==> config.mk <==
export PLATFORM = sky130hd
export DESIGN_NAME = acr_top
export DESIGN_NICKNAME = d
export VERILOG_FILES = /design/src/design/acr_pkg.sv /design/src/design/acr_clk_gen.sv /design/src/design/acr_sar.sv /design/src/design/acr_top.sv
export SDC_FILE = /design/constraint.sdc
export NUM_CORES = 1
export LEC_CHECK = 0
export BUFFER_PORTS_ARGS = -buffer_cell sky130_fd_sc_hd__buf_2
export CAP_MARGIN = 15
export CORE_UTILIZATION = 51
export CTS_CLUSTER_DIAMETER = 80
export DETAILED_ROUTE_END_ITERATION = 8
export GPL_TIMING_DRIVEN = 0
export PLACE_DENSITY = 0.8
export SETUP_SLACK_MARGIN = 0.4
export SLEW_MARGIN = 20
export SYNTH_ARGS = -nofsm -noshare
export SYNTH_HDL_FRONTEND = slang
export SYNTH_HIERARCHICAL = 1
export SYNTH_SLANG_ARGS = --single-unit
==> constraint.sdc <==
create_clock -name pclk -period 2.87 [get_ports pclk]
set_clock_uncertainty 0.2 [all_clocks]
set_input_delay 0.574 -clock pclk [delete_from_list [all_inputs] [get_ports pclk]]
set_output_delay 0.574 -clock pclk [all_outputs]
set_load 0.005 [all_outputs]
==> src/design/acr_pkg.sv <==
// Purpose: Shared constants for the converter control block.
// Assumes: APB slave at 32-bit data, single clock pclk.
// Notes: Register offsets are byte addresses of aligned words.
//
// Overview of operation
// - Done flag sets per conversion when interrupts off
// - Status write, result read, reset clear done
// - Interrupts enabled: done never set, reads zero
// - Interrupt raised per conversion, dropped by status write or result read
// - Continuous bit repeats conversions, else one only
// - Codes zero to fourteen pick external channels
// - Codes 29, 30 pick high, low reference
// - Unused codes give an undefined result
// - All-ones channel code powers converter off
// - Eight-bit result updated on every completion
// - Prescaler divides by 1, 2, 4, 8, 16
// - Source bit: one bus clock, zero reference
// - A conversion lasts sixteen converter clocks
// - Start on first converter clock after write
// - Continuous results overwrite unread ones
// - Stop mode aborts, conversion restarts after exit
package acr_pkg;
    // =========================================================
    // Register map
    localparam logic [7:0] ACR_OFS_STATUS = 8'h00;
    localparam logic [7:0] ACR_OFS_RESULT = 8'h04;
    localparam logic [7:0] ACR_OFS_CLKSEL = 8'h08;
    // =========================================================
    // Field positions
    localparam int ACR_DONE_BIT = 7;
    localparam int ACR_IRQEN_BIT = 6;
    localparam int ACR_CONT_BIT = 5;
    localparam int ACR_DIV_LSB = 5;
    localparam int ACR_SRC_BIT = 4;
    // =========================================================
    // Reset values and channel codes
    localparam logic [4:0] ACR_CHAN_RST = 5'h1F;
    localparam logic [2:0] ACR_DIV_RST = 3'h0;
    localparam logic ACR_SRC_RST = 1'b0;
    localparam logic [4:0] ACR_CHAN_OFF = 5'h1F;
    localparam logic [4:0] ACR_CHAN_LAST_EXT = 5'h0E;
    localparam logic [4:0] ACR_CHAN_REF_HI = 5'h1D;
    localparam logic [4:0] ACR_CHAN_REF_LO = 5'h1E;
    // =========================================================
    // Conversion timing in converter clocks
    localparam logic [3:0] ACR_LAST_TICK = 4'hF;
    localparam logic [4:0] ACR_CONV_TICKS = 5'h10;
    localparam logic [3:0] ACR_FIRST_BIT_TICK = 4'h8;
    typedef enum logic {
        ACR_IDLE = 1'b0,
        ACR_CONV = 1'b1
    } acr_sar_state_t;
endpackage

==> src/design/acr_clk_gen.sv <==
// Purpose: Converter clock enable from a selectable, divided source.
// Assumes: The reference clock is far slower than pclk.
// Notes: The tick output is a one-cycle enable, not a real clock.
module acr_clk_gen
    import acr_pkg::*;
(
    input wire logic pclk,
    input wire logic presetn,
    input wire logic ext_ref_clk,
    input wire logic src_bus,
    input wire logic [2:0] div_code,
    input wire logic run,
    output logic tick
);
    logic s1_reg;
    logic s2_reg;
    logic s3_reg;
    logic [3:0] cnt_reg;
    logic [3:0] cnt_next;
    logic tick_next;
    wire [3:0] last_cnt;
    wire src_edge;

    // =========================================================
    // Divide code to terminal count; top bit set means sixteen.
    function automatic logic [3:0] div_last(input logic [2:0] code);
        logic [3:0] r;
        r = code[2] ? 4'hF : 4'((5'h01 << code[1:0]) - 5'h01);
        return r;
    endfunction

    // Reference clock passes two flops before edge detection.
    always_ff @(posedge pclk or negedge presetn) begin
        if (!presetn) begin
            s1_reg <= 1'b0;
            s2_reg <= 1'b0;
            s3_reg <= 1'b0;
        end else begin
            s1_reg <= ext_ref_clk;
            s2_reg <= s1_reg;
            s3_reg <= s2_reg;
        end
    end

    // Source choice and prescale terminal count.
    assign src_edge = src_bus ? 1'b1 : (s2_reg & ~s3_reg);
    assign last_cnt = div_last(div_code);

    always_comb begin
        cnt_next = cnt_reg;
        tick_next = 1'b0;
        if (!run) begin
            cnt_next = 4'h0;
        end else if (src_edge) begin
            if (cnt_reg >= last_cnt) begin
                cnt_next = 4'h0;
                tick_next = 1'b1;
            end else begin
                cnt_next = cnt_reg + 4'h1;
            end
        end
    end

    always_ff @(posedge pclk or negedge presetn) begin
        if (!presetn) begin
            cnt_reg <= 4'h0;
            tick <= 1'b0;
        end else begin
            cnt_reg <= cnt_next;
            tick <= tick_next;
        end
    end
endmodule

==> src/design/acr_sar.sv <==
// Purpose: Successive approximation sequencer, sixteen ticks each.
// Assumes: cmp_above is settled by the tick after a trial change.
// Notes: Eight sampling ticks precede eight bit decisions.
module acr_sar
    import acr_pkg::*;
(
    input wire logic pclk,
    input wire logic presetn,
    input wire logic tick,
    input wire logic start,
    input wire logic abort,
    input wire logic cmp_above,
    output logic busy,
    output logic done,
    output logic [7:0] trial,
    output logic [7:0] result
);
    acr_sar_state_t state_reg;
    logic [3:0] cnt_reg;
    logic [7:0] trial_next;
    logic [4:0] ticks_seen_reg;
    wire [2:0] bit_idx;
    wire take;
    wire step;

    assign take = state_reg == ACR_IDLE && start && tick && !abort;
    assign step = state_reg == ACR_CONV && tick && !abort;
    assign bit_idx = ~cnt_reg[2:0];
    assign busy = state_reg == ACR_CONV;

    // Decide one bit, then try the next lower one.
    always_comb begin
        trial_next = trial;
        if (cnt_reg >= ACR_FIRST_BIT_TICK) begin
            trial_next[bit_idx] = cmp_above;
            if (bit_idx != 3'h0) begin
                trial_next[3'(bit_idx - 3'h1)] = 1'b1;
            end
        end
    end

    // Sequencer; abort returns to idle without a result.
    always_ff @(posedge pclk or negedge presetn) begin
        if (!presetn) begin
            state_reg <= ACR_IDLE;
            cnt_reg <= 4'h0;
            trial <= 8'h00;
            result <= 8'h00;
            done <= 1'b0;
        end else begin
            done <= 1'b0;
            unique case (state_reg)
                ACR_IDLE: begin
                    if (take) begin
                        state_reg <= ACR_CONV;
                        cnt_reg <= 4'h0;
                        trial <= 8'h80;
                    end
                end
                ACR_CONV: begin
                    if (abort) begin
                        state_reg <= ACR_IDLE;
                    end else if (step) begin
                        cnt_reg <= cnt_reg + 4'h1;
                        trial <= trial_next;
                        if (cnt_reg == ACR_LAST_TICK) begin
                            state_reg <= ACR_IDLE;
                            result <= trial_next;
                            done <= 1'b1;
                        end
                    end
                end
            endcase
        end
    end

    // Tick count of the current conversion, for checking only.
    always_ff @(posedge pclk or negedge presetn) begin
        if (!presetn) begin
            ticks_seen_reg <= 5'h00;
        end else if (take) begin
            ticks_seen_reg <= 5'h00; // The starting tick only arms.
        end else if (step) begin
            ticks_seen_reg <= ticks_seen_reg + 5'h01;
        end
    end
endmodule

==> src/design/acr_top.sv <==
// Purpose: Register file and control of an 8-bit converter.
// Assumes: APB master per the public protocol; pclk 50 MHz.
// Notes: One wait state on every access; pready comes from a flop.
//
// The implementer's own choices: the register addresses and the APB interface to the registers.
module acr_top
    import acr_pkg::*;
(
    input wire logic pclk,
    input wire logic presetn,
    input wire logic psel,
    input wire logic penable,
    input wire logic pwrite,
    input wire logic [7:0] paddr,
    input wire logic [31:0] pwdata,
    output logic [31:0] prdata,
    output logic pready,
    output logic pslverr,
    input wire logic ext_ref_clk,
    input wire logic stop_mode,
    input wire logic cmp_above,
    output logic [7:0] trial_code,
    output logic [4:0] input_channel_select,
    output logic ext_channel_en,
    output logic high_ref_sel,
    output logic low_ref_sel,
    output logic converter_power_on,
    output logic conv_irq
);
    // =========================================================
    // Control and status state
    logic conversion_done_flag_reg;
    logic conversion_done_flag_next;
    logic conversion_irq_enable_reg;
    logic continuous_convert_select_reg;
    logic [4:0] chan_reg;
    logic [2:0] converter_clock_divider_reg;
    logic converter_clock_source_select_reg;
    logic start_pend_reg;
    logic start_pend_next;
    logic conv_irq_next;
    logic [31:0] prdata_next;

    wire tick;
    wire sar_busy;
    wire sar_done;
    wire [7:0] conversion_result;

    // =========================================================
    // Bus decode
    // An access completes on the edge where pready is already high,
    // so every side effect below happens exactly once per transfer.
    wire acc = psel & penable & pready;
    wire sel_status = paddr == ACR_OFS_STATUS;
    wire sel_result = paddr == ACR_OFS_RESULT;
    wire sel_clksel = paddr == ACR_OFS_CLKSEL;
    wire mapped = sel_status | sel_result | sel_clksel;
    wire wr_status = acc & pwrite & sel_status;
    wire wr_clksel = acc & pwrite & sel_clksel;
    wire rd_result = acc & ~pwrite & sel_result;
    wire pready_next = psel & penable & ~pready;

    // Status and clock words as software reads them.
    wire [7:0] status_word = {
        conversion_done_flag_reg,
        conversion_irq_enable_reg,
        continuous_convert_select_reg,
        chan_reg
    };
    wire [7:0] clksel_word = {
        converter_clock_divider_reg,
        converter_clock_source_select_reg,
        4'h0
    };

    // =========================================================
    // Conversion control terms
    // Power off and stop both halt the prescaler so that no tick
    // can start a conversion while the analog side is down.
    wire power_off = chan_reg == ACR_CHAN_OFF;
    wire run_ok = ~power_off & ~stop_mode;
    wire wr_chan_off = wr_status & pwdata[4:0] == ACR_CHAN_OFF;
    wire sar_abort = stop_mode | power_off | wr_status;
    wire sar_take = tick & start_pend_reg & ~sar_busy & ~sar_abort;
    wire done_clr = wr_status | rd_result;
    wire done_set = sar_done & ~conversion_irq_enable_reg;
    wire irq_set = sar_done & conversion_irq_enable_reg;

    // =========================================================
    // Pending start request
    // A write arms a start that the next converter tick takes. A
    // conversion cut short by stop mode is re-armed so that it runs
    // again once stop mode ends.
    always_comb begin
        start_pend_next = start_pend_reg;
        if (sar_take) begin
            start_pend_next = 1'b0;
        end
        if (sar_done & continuous_convert_select_reg) begin
            start_pend_next = 1'b1;
        end
        if (stop_mode & sar_busy) begin
            start_pend_next = 1'b1;
        end
        if (wr_status) begin
            start_pend_next = ~wr_chan_off;
        end
        if (power_off & ~wr_status) begin
            start_pend_next = 1'b0;
        end
    end

    // =========================================================
    // Done flag and interrupt request
    // A completion in the same cycle as a clearing access wins unless that access
    // is a status write setting interrupt enable, so no event is lost to a read that raced with it.
    always_comb begin
        conversion_done_flag_next = conversion_done_flag_reg;
        if (done_clr) begin
            conversion_done_flag_next = 1'b0;
        end
        if (done_set) begin
            conversion_done_flag_next = 1'b1;
        end
        if (wr_status & pwdata[ACR_IRQEN_BIT]) begin
            conversion_done_flag_next = 1'b0;
        end
    end

    always_comb begin
        conv_irq_next = conv_irq;
        if (done_clr) begin
            conv_irq_next = 1'b0;
        end
        if (irq_set) begin
            conv_irq_next = 1'b1;
        end
    end

    // =========================================================
    // Read data mux; unmapped offsets read zero with an error.
    always_comb begin
        prdata_next = 32'h0000_0000;
        if (sel_status) begin
            prdata_next = {24'h000000, status_word};
        end else if (sel_result) begin
            prdata_next = {24'h000000, conversion_result};
        end else if (sel_clksel) begin
            prdata_next = {24'h000000, clksel_word};
        end
    end

    // =========================================================
    // Bus answer flops.
    always_ff @(posedge pclk or negedge presetn) begin
        if (!presetn) begin
            pready <= 1'b0;
            pslverr <= 1'b0;
            prdata <= 32'h0000_0000;
        end else begin
            pready <= pready_next;
            pslverr <= pready_next & ~mapped;
            prdata <= pready_next ? prdata_next : 32'h0000_0000;
        end
    end

    // =========================================================
    // Software-written registers.
    always_ff @(posedge pclk or negedge presetn) begin
        if (!presetn) begin
            conversion_irq_enable_reg <= 1'b0;
            continuous_convert_select_reg <= 1'b0;
            chan_reg <= ACR_CHAN_RST;
        end else if (wr_status) begin
            conversion_irq_enable_reg <= pwdata[ACR_IRQEN_BIT];
            continuous_convert_select_reg <= pwdata[ACR_CONT_BIT];
            chan_reg <= pwdata[4:0];
        end
    end

    // Clock setup; changing it mid-conversion spoils that result.
    always_ff @(posedge pclk or negedge presetn) begin
        if (!presetn) begin
            converter_clock_divider_reg <= ACR_DIV_RST;
            converter_clock_source_select_reg <= ACR_SRC_RST;
        end else if (wr_clksel) begin
            converter_clock_divider_reg <= pwdata[ACR_DIV_LSB +: 3];
            converter_clock_source_select_reg <= pwdata[ACR_SRC_BIT];
        end
    end

    // =========================================================
    // Event state.
    always_ff @(posedge pclk or negedge presetn) begin
        if (!presetn) begin
            conversion_done_flag_reg <= 1'b0;
            conv_irq <= 1'b0;
            start_pend_reg <= 1'b0;
        end else begin
            conversion_done_flag_reg <= conversion_done_flag_next;
            conv_irq <= conv_irq_next;
            start_pend_reg <= start_pend_next;
        end
    end

    // =========================================================
    // Analog side controls, each from its own flop.
    // Unused codes still route nothing external; the comparator
    // then sees an undefined level and the result means nothing.
    always_ff @(posedge pclk or negedge presetn) begin
        if (!presetn) begin
            input_channel_select <= ACR_CHAN_RST;
            ext_channel_en <= 1'b0;
            high_ref_sel <= 1'b0;
            low_ref_sel <= 1'b0;
            converter_power_on <= 1'b0;
        end else begin
            input_channel_select <= chan_reg;
            ext_channel_en <= chan_reg <= ACR_CHAN_LAST_EXT;
            high_ref_sel <= chan_reg == ACR_CHAN_REF_HI;
            low_ref_sel <= chan_reg == ACR_CHAN_REF_LO;
            converter_power_on <= ~power_off;
        end
    end

    // =========================================================
    // Converter clock and sequencer.
    acr_clk_gen u_clk_gen (
        .pclk(pclk),
        .presetn(presetn),
        .ext_ref_clk(ext_ref_clk),
        .src_bus(converter_clock_source_select_reg),
        .div_code(converter_clock_divider_reg),
        .run(run_ok),
        .tick(tick)
    );

    acr_sar u_sar (
        .pclk(pclk),
        .presetn(presetn),
        .tick(tick),
        .start(start_pend_reg),
        .abort(sar_abort),
        .cmp_above(cmp_above),
        .busy(sar_busy),
        .done(sar_done),
        .trial(trial_code), // No extra flop: a tick may follow at once.
        .result(conversion_result)
    );
endmodule

## Word level (Yosys, flattened, before mapping)

Cells that the tools add are included.

- Word-level logic and storage cells: 148
- Bits of input ports: 48
- Bits in registers: 87

- Multiplexer cells: 45
- Add/subtract/negate cells: 4
- $lt $le $gt $ge: 7
- Bitwise logic cells: 39
- Shift operators: 1
- Reductions and logical operators: 15
- Equality and inequality tests: 11

Operators by type and width:

| operator | number |
|---|---|
| 2-to-1 mux 8 bit | 8 |
| 2-to-1 mux 32 bit | 1 |
| 2-to-1 mux 4 bit | 7 |
| 2-to-1 mux 1 bit | 23 |
| bitwise AND 1 bit | 21 |
| == test 5 bit (second input constant) | 4 |
| one-hot mux 8 bit (2 select lines) | 1 |
| inverter 1 bit | 11 |
| adder 4 x 1 -> 4 bit (second input constant) | 2 |
| bitwise mux 8 bit | 1 |
| == test 8 x 3 -> 1 bit (second input constant) | 1 |
| == test 8 x 4 -> 1 bit (second input constant) | 1 |
| logical NOT 8 bit | 1 |
| less-than comparator 3 x 4 -> 1 bit (second input constant) | 2 |
| OR 8 bit | 1 |
| one-hot mux 4 bit (2 select lines) | 1 |
| logical AND 1 bit | 7 |
| demux 1 bit (select 3 bit) | 2 |
| greater-or-equal comparator 3 x 1 -> 1 bit (second input constant) | 2 |
| != test 2 bit (second input constant) | 3 |
| nonzero test 3 bit | 2 |
| less-or-equal comparator 5 x 4 -> 1 bit (second input constant) | 1 |
| OR 1 bit | 5 |
| nonzero test 5 bit | 1 |
| 13 further kinds | 13 |

## Depth between registers and ports, before layout

- Depth in word-level cells: 12
- Mapped depth: 9
- Depth with buffers taken out: 8

## Cells and area by module

Netlist, hierarchy kept.

By module, submodules not included:

| module | cells each | times used | area an instance (sq um) |
|---|---|---|---|
| acr_top | 135 | 1 | 1569.0 |
| acr_sar | 106 | 1 | 1181.1 |
| acr_clk_gen | 46 | 1 | 475.5 |

## Worst setup path after synthesis

OpenSTA, ideal clock, no wires.

- Path kind: input to register
- Start point: input port paddr[5]
- End point: register u_sar.trial[0]
- Stages on the path: 8
- Setup slack: 0.298 ns
- Arrival time: 2.305 ns
- Path buffers: 1
- Data required time: 2.603 ns
- Path through: or4_4 > nor4_4 > nand2_4 > nand2_1 > nor2b_1 > o21ai_0 > clkbuf_1 > a22o_1

- Longest elaborated chain between the ends: 7
- Elaborated cells between the ends (all ways): 10
- Classes of those cells: 3 x eq/ne; 2 x bitwise; 5 x reduce/logical

RTL lines:

| what | RTL line | RTL |
|---|---|---|
| start, declared | acr_top.sv:14 | `input wire logic [7:0] paddr,` |
| logical NOT 8 bit * | acr_top.sv:54 | `wire sel_status = paddr == ACR_OFS_STATUS;` |
| bitwise AND 1 bit * | acr_top.sv:58 | `wire wr_status = acc & pwrite & sel_status;` |
| OR 1 bit * | acr_top.sv:83 | `wire sar_abort = stop_mode \| power_off \| wr_status;` |
| via sar_abort | acr_top.sv:83 |  |
| logical NOT 1 bit | acr_sar.sv:26, acr_sar.sv:27 |  |
| logical AND 1 bit (on tied branches) | acr_sar.sv:27, acr_sar.sv:26 |  |
| != test 2 bit (no source line) or != test 2 x 1 -> 1 bit (tied branches) | -- |  |
| AND reduction 3 bit (no source line) * | -- |  |
| end signal, assigned | acr_sar.sv:65 | `trial <= trial_next;` |
| end, declared | acr_sar.sv:15 | `output logic [7:0] trial,` |

Mark *: on every way through the listed nets, which the timed path passes. The rest lies on a longest branch.
A chain may end at the register's enable or synchronous reset.

## Worst setup path in the final report

- Start point: input port paddr[5]
- End point: register u_sar.cnt_reg[1]

- Longest elaborated chain between the ends: 7
- Elaborated cells between the ends (all ways): 10
- Classes of those cells: 3 x eq/ne; 2 x bitwise; 5 x reduce/logical

RTL lines:

| what | RTL line | RTL |
|---|---|---|
| logical NOT 8 bit * | acr_top.sv:54 |  |
| bitwise AND 1 bit * | acr_top.sv:58 |  |
| OR 1 bit * | acr_top.sv:83 |  |
| via sar_abort | acr_top.sv:83 |  |
| logical NOT 1 bit | acr_sar.sv:26, acr_sar.sv:27 |  |
| logical AND 1 bit (on tied branches) | acr_sar.sv:27, acr_sar.sv:26 |  |
| != test 2 bit (no source line) or != test 2 x 1 -> 1 bit (tied branches) | -- |  |
| AND reduction 3 bit (no source line) * | -- |  |
| end signal, assigned | acr_sar.sv:64 | `cnt_reg <= cnt_reg + 4'h1;` |
| end, declared | acr_sar.sv:19 | `logic [3:0] cnt_reg;` |

Marked as above.

==> run_results.csv <==
group,metric,value,unit
clocking,clk_path_buf_depth,2,
setup_path,crit_arrival,2.39,ns
job,drv_cap,0,
clocking,cts_tree,"built",
synth,yosys.area.top_type,"dfrtp_1",
detailed_routing,wl_per_cell,14.50,um
clocking,clk_root_buffer_cell,"clkbuf_8",
synth,async_flop_share,1.000,
timing,fin_hold_ws,0.1060,ns
cells_and_area,layout.nets,432,
detailed_routing,route.detailed.drc,0,
worst_hold_path,hold_class,"input port to async pin",
setup_path,crit_family,"simple AND/OR/NAND/NOR gates",
global_routing,antenna_found_initial,0,
cells_and_area,drive_above_1_share,0.3727,
clocking,clk_pin_slew,0.07,ns
synth,syn_area,3226,um2
timing,min_period,2.368,ns
clocking,htreeDepth,3,
synth,syn_inst,287,
die,core,6026,um2
global_routing,grt_max_degree,64,
global_routing,grt_overflow,0,
synth,yosys_warnings,6,
setup_path,slowest_delay,0.56,ns
die,fp.dieW,81.53,um
cells_and_area,fill_cells,502,
timing,tns,0,ns
clocking,cts_buffers,9,
setup_path,start_kind,"input port",
timing,rsz0062_at_grt,"no",
setup_path,crit_slowest_cell,"or4_4",
placement,place_hpwl,4.708,mm
cells_and_area,layoutNonFillerInstCount,456,
global_routing,grt_pass1_wl,10.26,mm
timing,max-slew-margin-rel,0.4930,
timing,worst_slew_pin_slew,0.7606,ns
setup_path,critPathCaptureType,"flop",
setup_path,crit_buf_inv,1,
die,initial_core_util,0.5353,
placement,placed_cells,435,
clocking,clock-sinks,63,
timing,fmax,422.3,MHz
timing,setup_viol,0,
placement,portBuffers,50,
setup_path,cp_max_fo,8,
setup_path,path_cells,"buf_2, or4_4, nor4_4, nand2_4, nand2_2, nand2b_4, nor2_1, a22o_1",
detailed_routing,drt_pre_antenna_iters,4,
die,placementRows,28,
die,die_area,6646,um2
clocking,clkLatencyLatePin,0.34,ns
timing,finalHoldViolations,0,
cells_and_area,layout_common_cells,"dfrtp_1, buf_2, buf_4",
setup_path,crit_required,2.90,ns
cells_and_area,largestRegisters,"prdata x8, u_sar/result x8, u_sar/trial x8",
status,outcome,"finished clean",
synth,synthTopCellsByArea,"dfrtp_1, dfstp_2, buf_4, mux2i_1, mux2_2",
timing,finalMaxSlewViolations,0,
setup_path,path_class,"input port to flop",
global_routing,grt_pass1_vias,2165,
synth,synth_edf_count,0,
synth,seq_area_frac_synth,0.4926,
die,pin_count,100,
detailed_routing,via_count,2385,
detailed_routing,detail_route.iter0.violations,155,
detailed_routing,ant_nets,0,
cells_and_area,antennaDiodeCount,0,
cells_and_area,post-route-util,0.6476,
synth,ys_ff_latch,63,
power,peakVddDrop,0.0003404,V
power,leakagePower,1.953,nW
synth,yosysTopAreaCellShare,0.4112,
die,fp.dieH,81.53,um
synth,avgSynthCellArea,11.24,um2
synth,synth_ff_type,"dfrtp_1",
cells_and_area,layout_commonest_cell,"dfrtp_1",
cells_and_area,area_delta_synth_final,20.99,%
power,power_density,444.2,nW/um2
detailed_routing,viasPerCell,5.230,
timing,fin_crit_sh,0.8251,
global_routing,grt_usage,0.2087,
placement,gp_congestion,0.8603,
detailed_routing,totalWireLength,6.612,mm
synth,ys_types,53,
==> cell usage after synthesis (2+ instances only) <==
cell / n
a21boi_1: 4
a21oi_1: 11
a22o_1: 10
and2_1: 2
buf_2: 3
buf_4: 25
clkbuf_1: 3
dfrtp_1: 53
dfstp_2: 10
ha_1: 8
inv_1: 8
mux2_2: 12
mux2_4: 6
mux2i_1: 18
nand2_1: 23
nand2b_1: 5
nand3_1: 9
nand4_1: 2
nand4b_1: 3
nor2_1: 21
nor2b_1: 5
nor3_1: 3
nor3b_1: 2
o211ai_1: 2
o21ai_0: 5
o21ai_1: 4
o22ai_1: 2
o31ai_1: 3
==> per-layer routing <==
metal / wire, um / vias up / GRT usage
met5: 0 / - / 0
met4: 67 / 0 / 0.07321
met3: 361 / 9 / 0.08111
met2: 3278 / 80 / 0.3283
met1: 2906 / 1143 / 0.2602
li1: - / 1153 / -
==> worst register-to-register path, cell delays in order (launching register included) <==
cell	delay [ns]
dfstp_2	0.40
nand3_1	0.10
or2_2	0.15
nor2b_1	0.37
nand2_2	0.11
nand2b_4	0.18
nor2_1	0.49
a22o_1	0.24
==> final timing paths <==
check                      slack (ns)                       start  depth (start not counted)                           end
min in group pclk                0.14                 ext_ref_clk                          1    u_clk_gen/s1_reg$_DFF_PN0_
hold / removal                   0.11                     presetn                          1  u_sar/cnt_reg[1]$_DFFE_PN0P_
setup reg to reg                 0.56     chan_reg[0]$_DFFE_PN1P_                          7  u_sar/cnt_reg[1]$_DFFE_PN0P_
max in group asynchronous        1.86                     presetn                          1   u_sar/result[5]$_DFFE_PN0P_
hold reg to reg                  0.16  u_clk_gen/s1_reg$_DFF_PN0_                          0    u_clk_gen/s2_reg$_DFF_PN0_
setup / recovery                 0.50                    paddr[5]                          8  u_sar/cnt_reg[1]$_DFFE_PN0P_
==> kinds of logic (layout without fill, tap and decap cells) <==
family	after synthesis	after routing	share of synthesized area
AND/OR/NAND/NOR	88	88	0.1555
flip-flops	63	63	0.4926
AO/OA/AOI/OAI	51	51	0.1148
buffers and inverters	40	111	0.07913
multiplexers	36	36	0.1257
adder cells (fa/ha/maj)	8	8	0.03103
other	1	24	0.001163
==> report_power, final <==
part           total, mW  switching (mW)  internal, mW
clock network      0.736           0.338         0.398
registers          0.898         0.00337         0.894
logic             0.0999          0.0548        0.0451
==> per-stage QoR <==
stage          instance area (um2)  power (mW)  setup WS [ns]
2_1_floorplan                 3326      0.9676         0.4143
3_3_place_gp                  3670       1.010         0.1262
3_5_place_dp                  3672       1.013        0.05513
4_1_cts                       3861       1.754         0.4033
5_1_grt                       3902       1.802         0.4191
6_report                      3902       1.733         0.5020
==> final cells by class <==
cell class / count / area (um2) / area share
buffer: 32 / 229.0 / 0.05867
clock buffer: 10 / 127.6 / 0.03270
clock inverter: 6 / 61.31 / 0.01571
inverter: 8 / 30.03 / 0.007695
multi-input combinational: 207 / 1481 / 0.3796
sequential: 63 / 1589 / 0.4072
tap: 75 / 93.84 / 0.02405
timing repair buffer: 55 / 290.3 / 0.07438
==> what timing repair did <==
action / in CTS / in global routing
endpoints found under the setup margin: 0 / 10
hold buffers: 0 / 0
buffers inserted: 0 / 4
resized for setup: 0 / 5
Note: power is estimated with default switching activity, not from simulation.
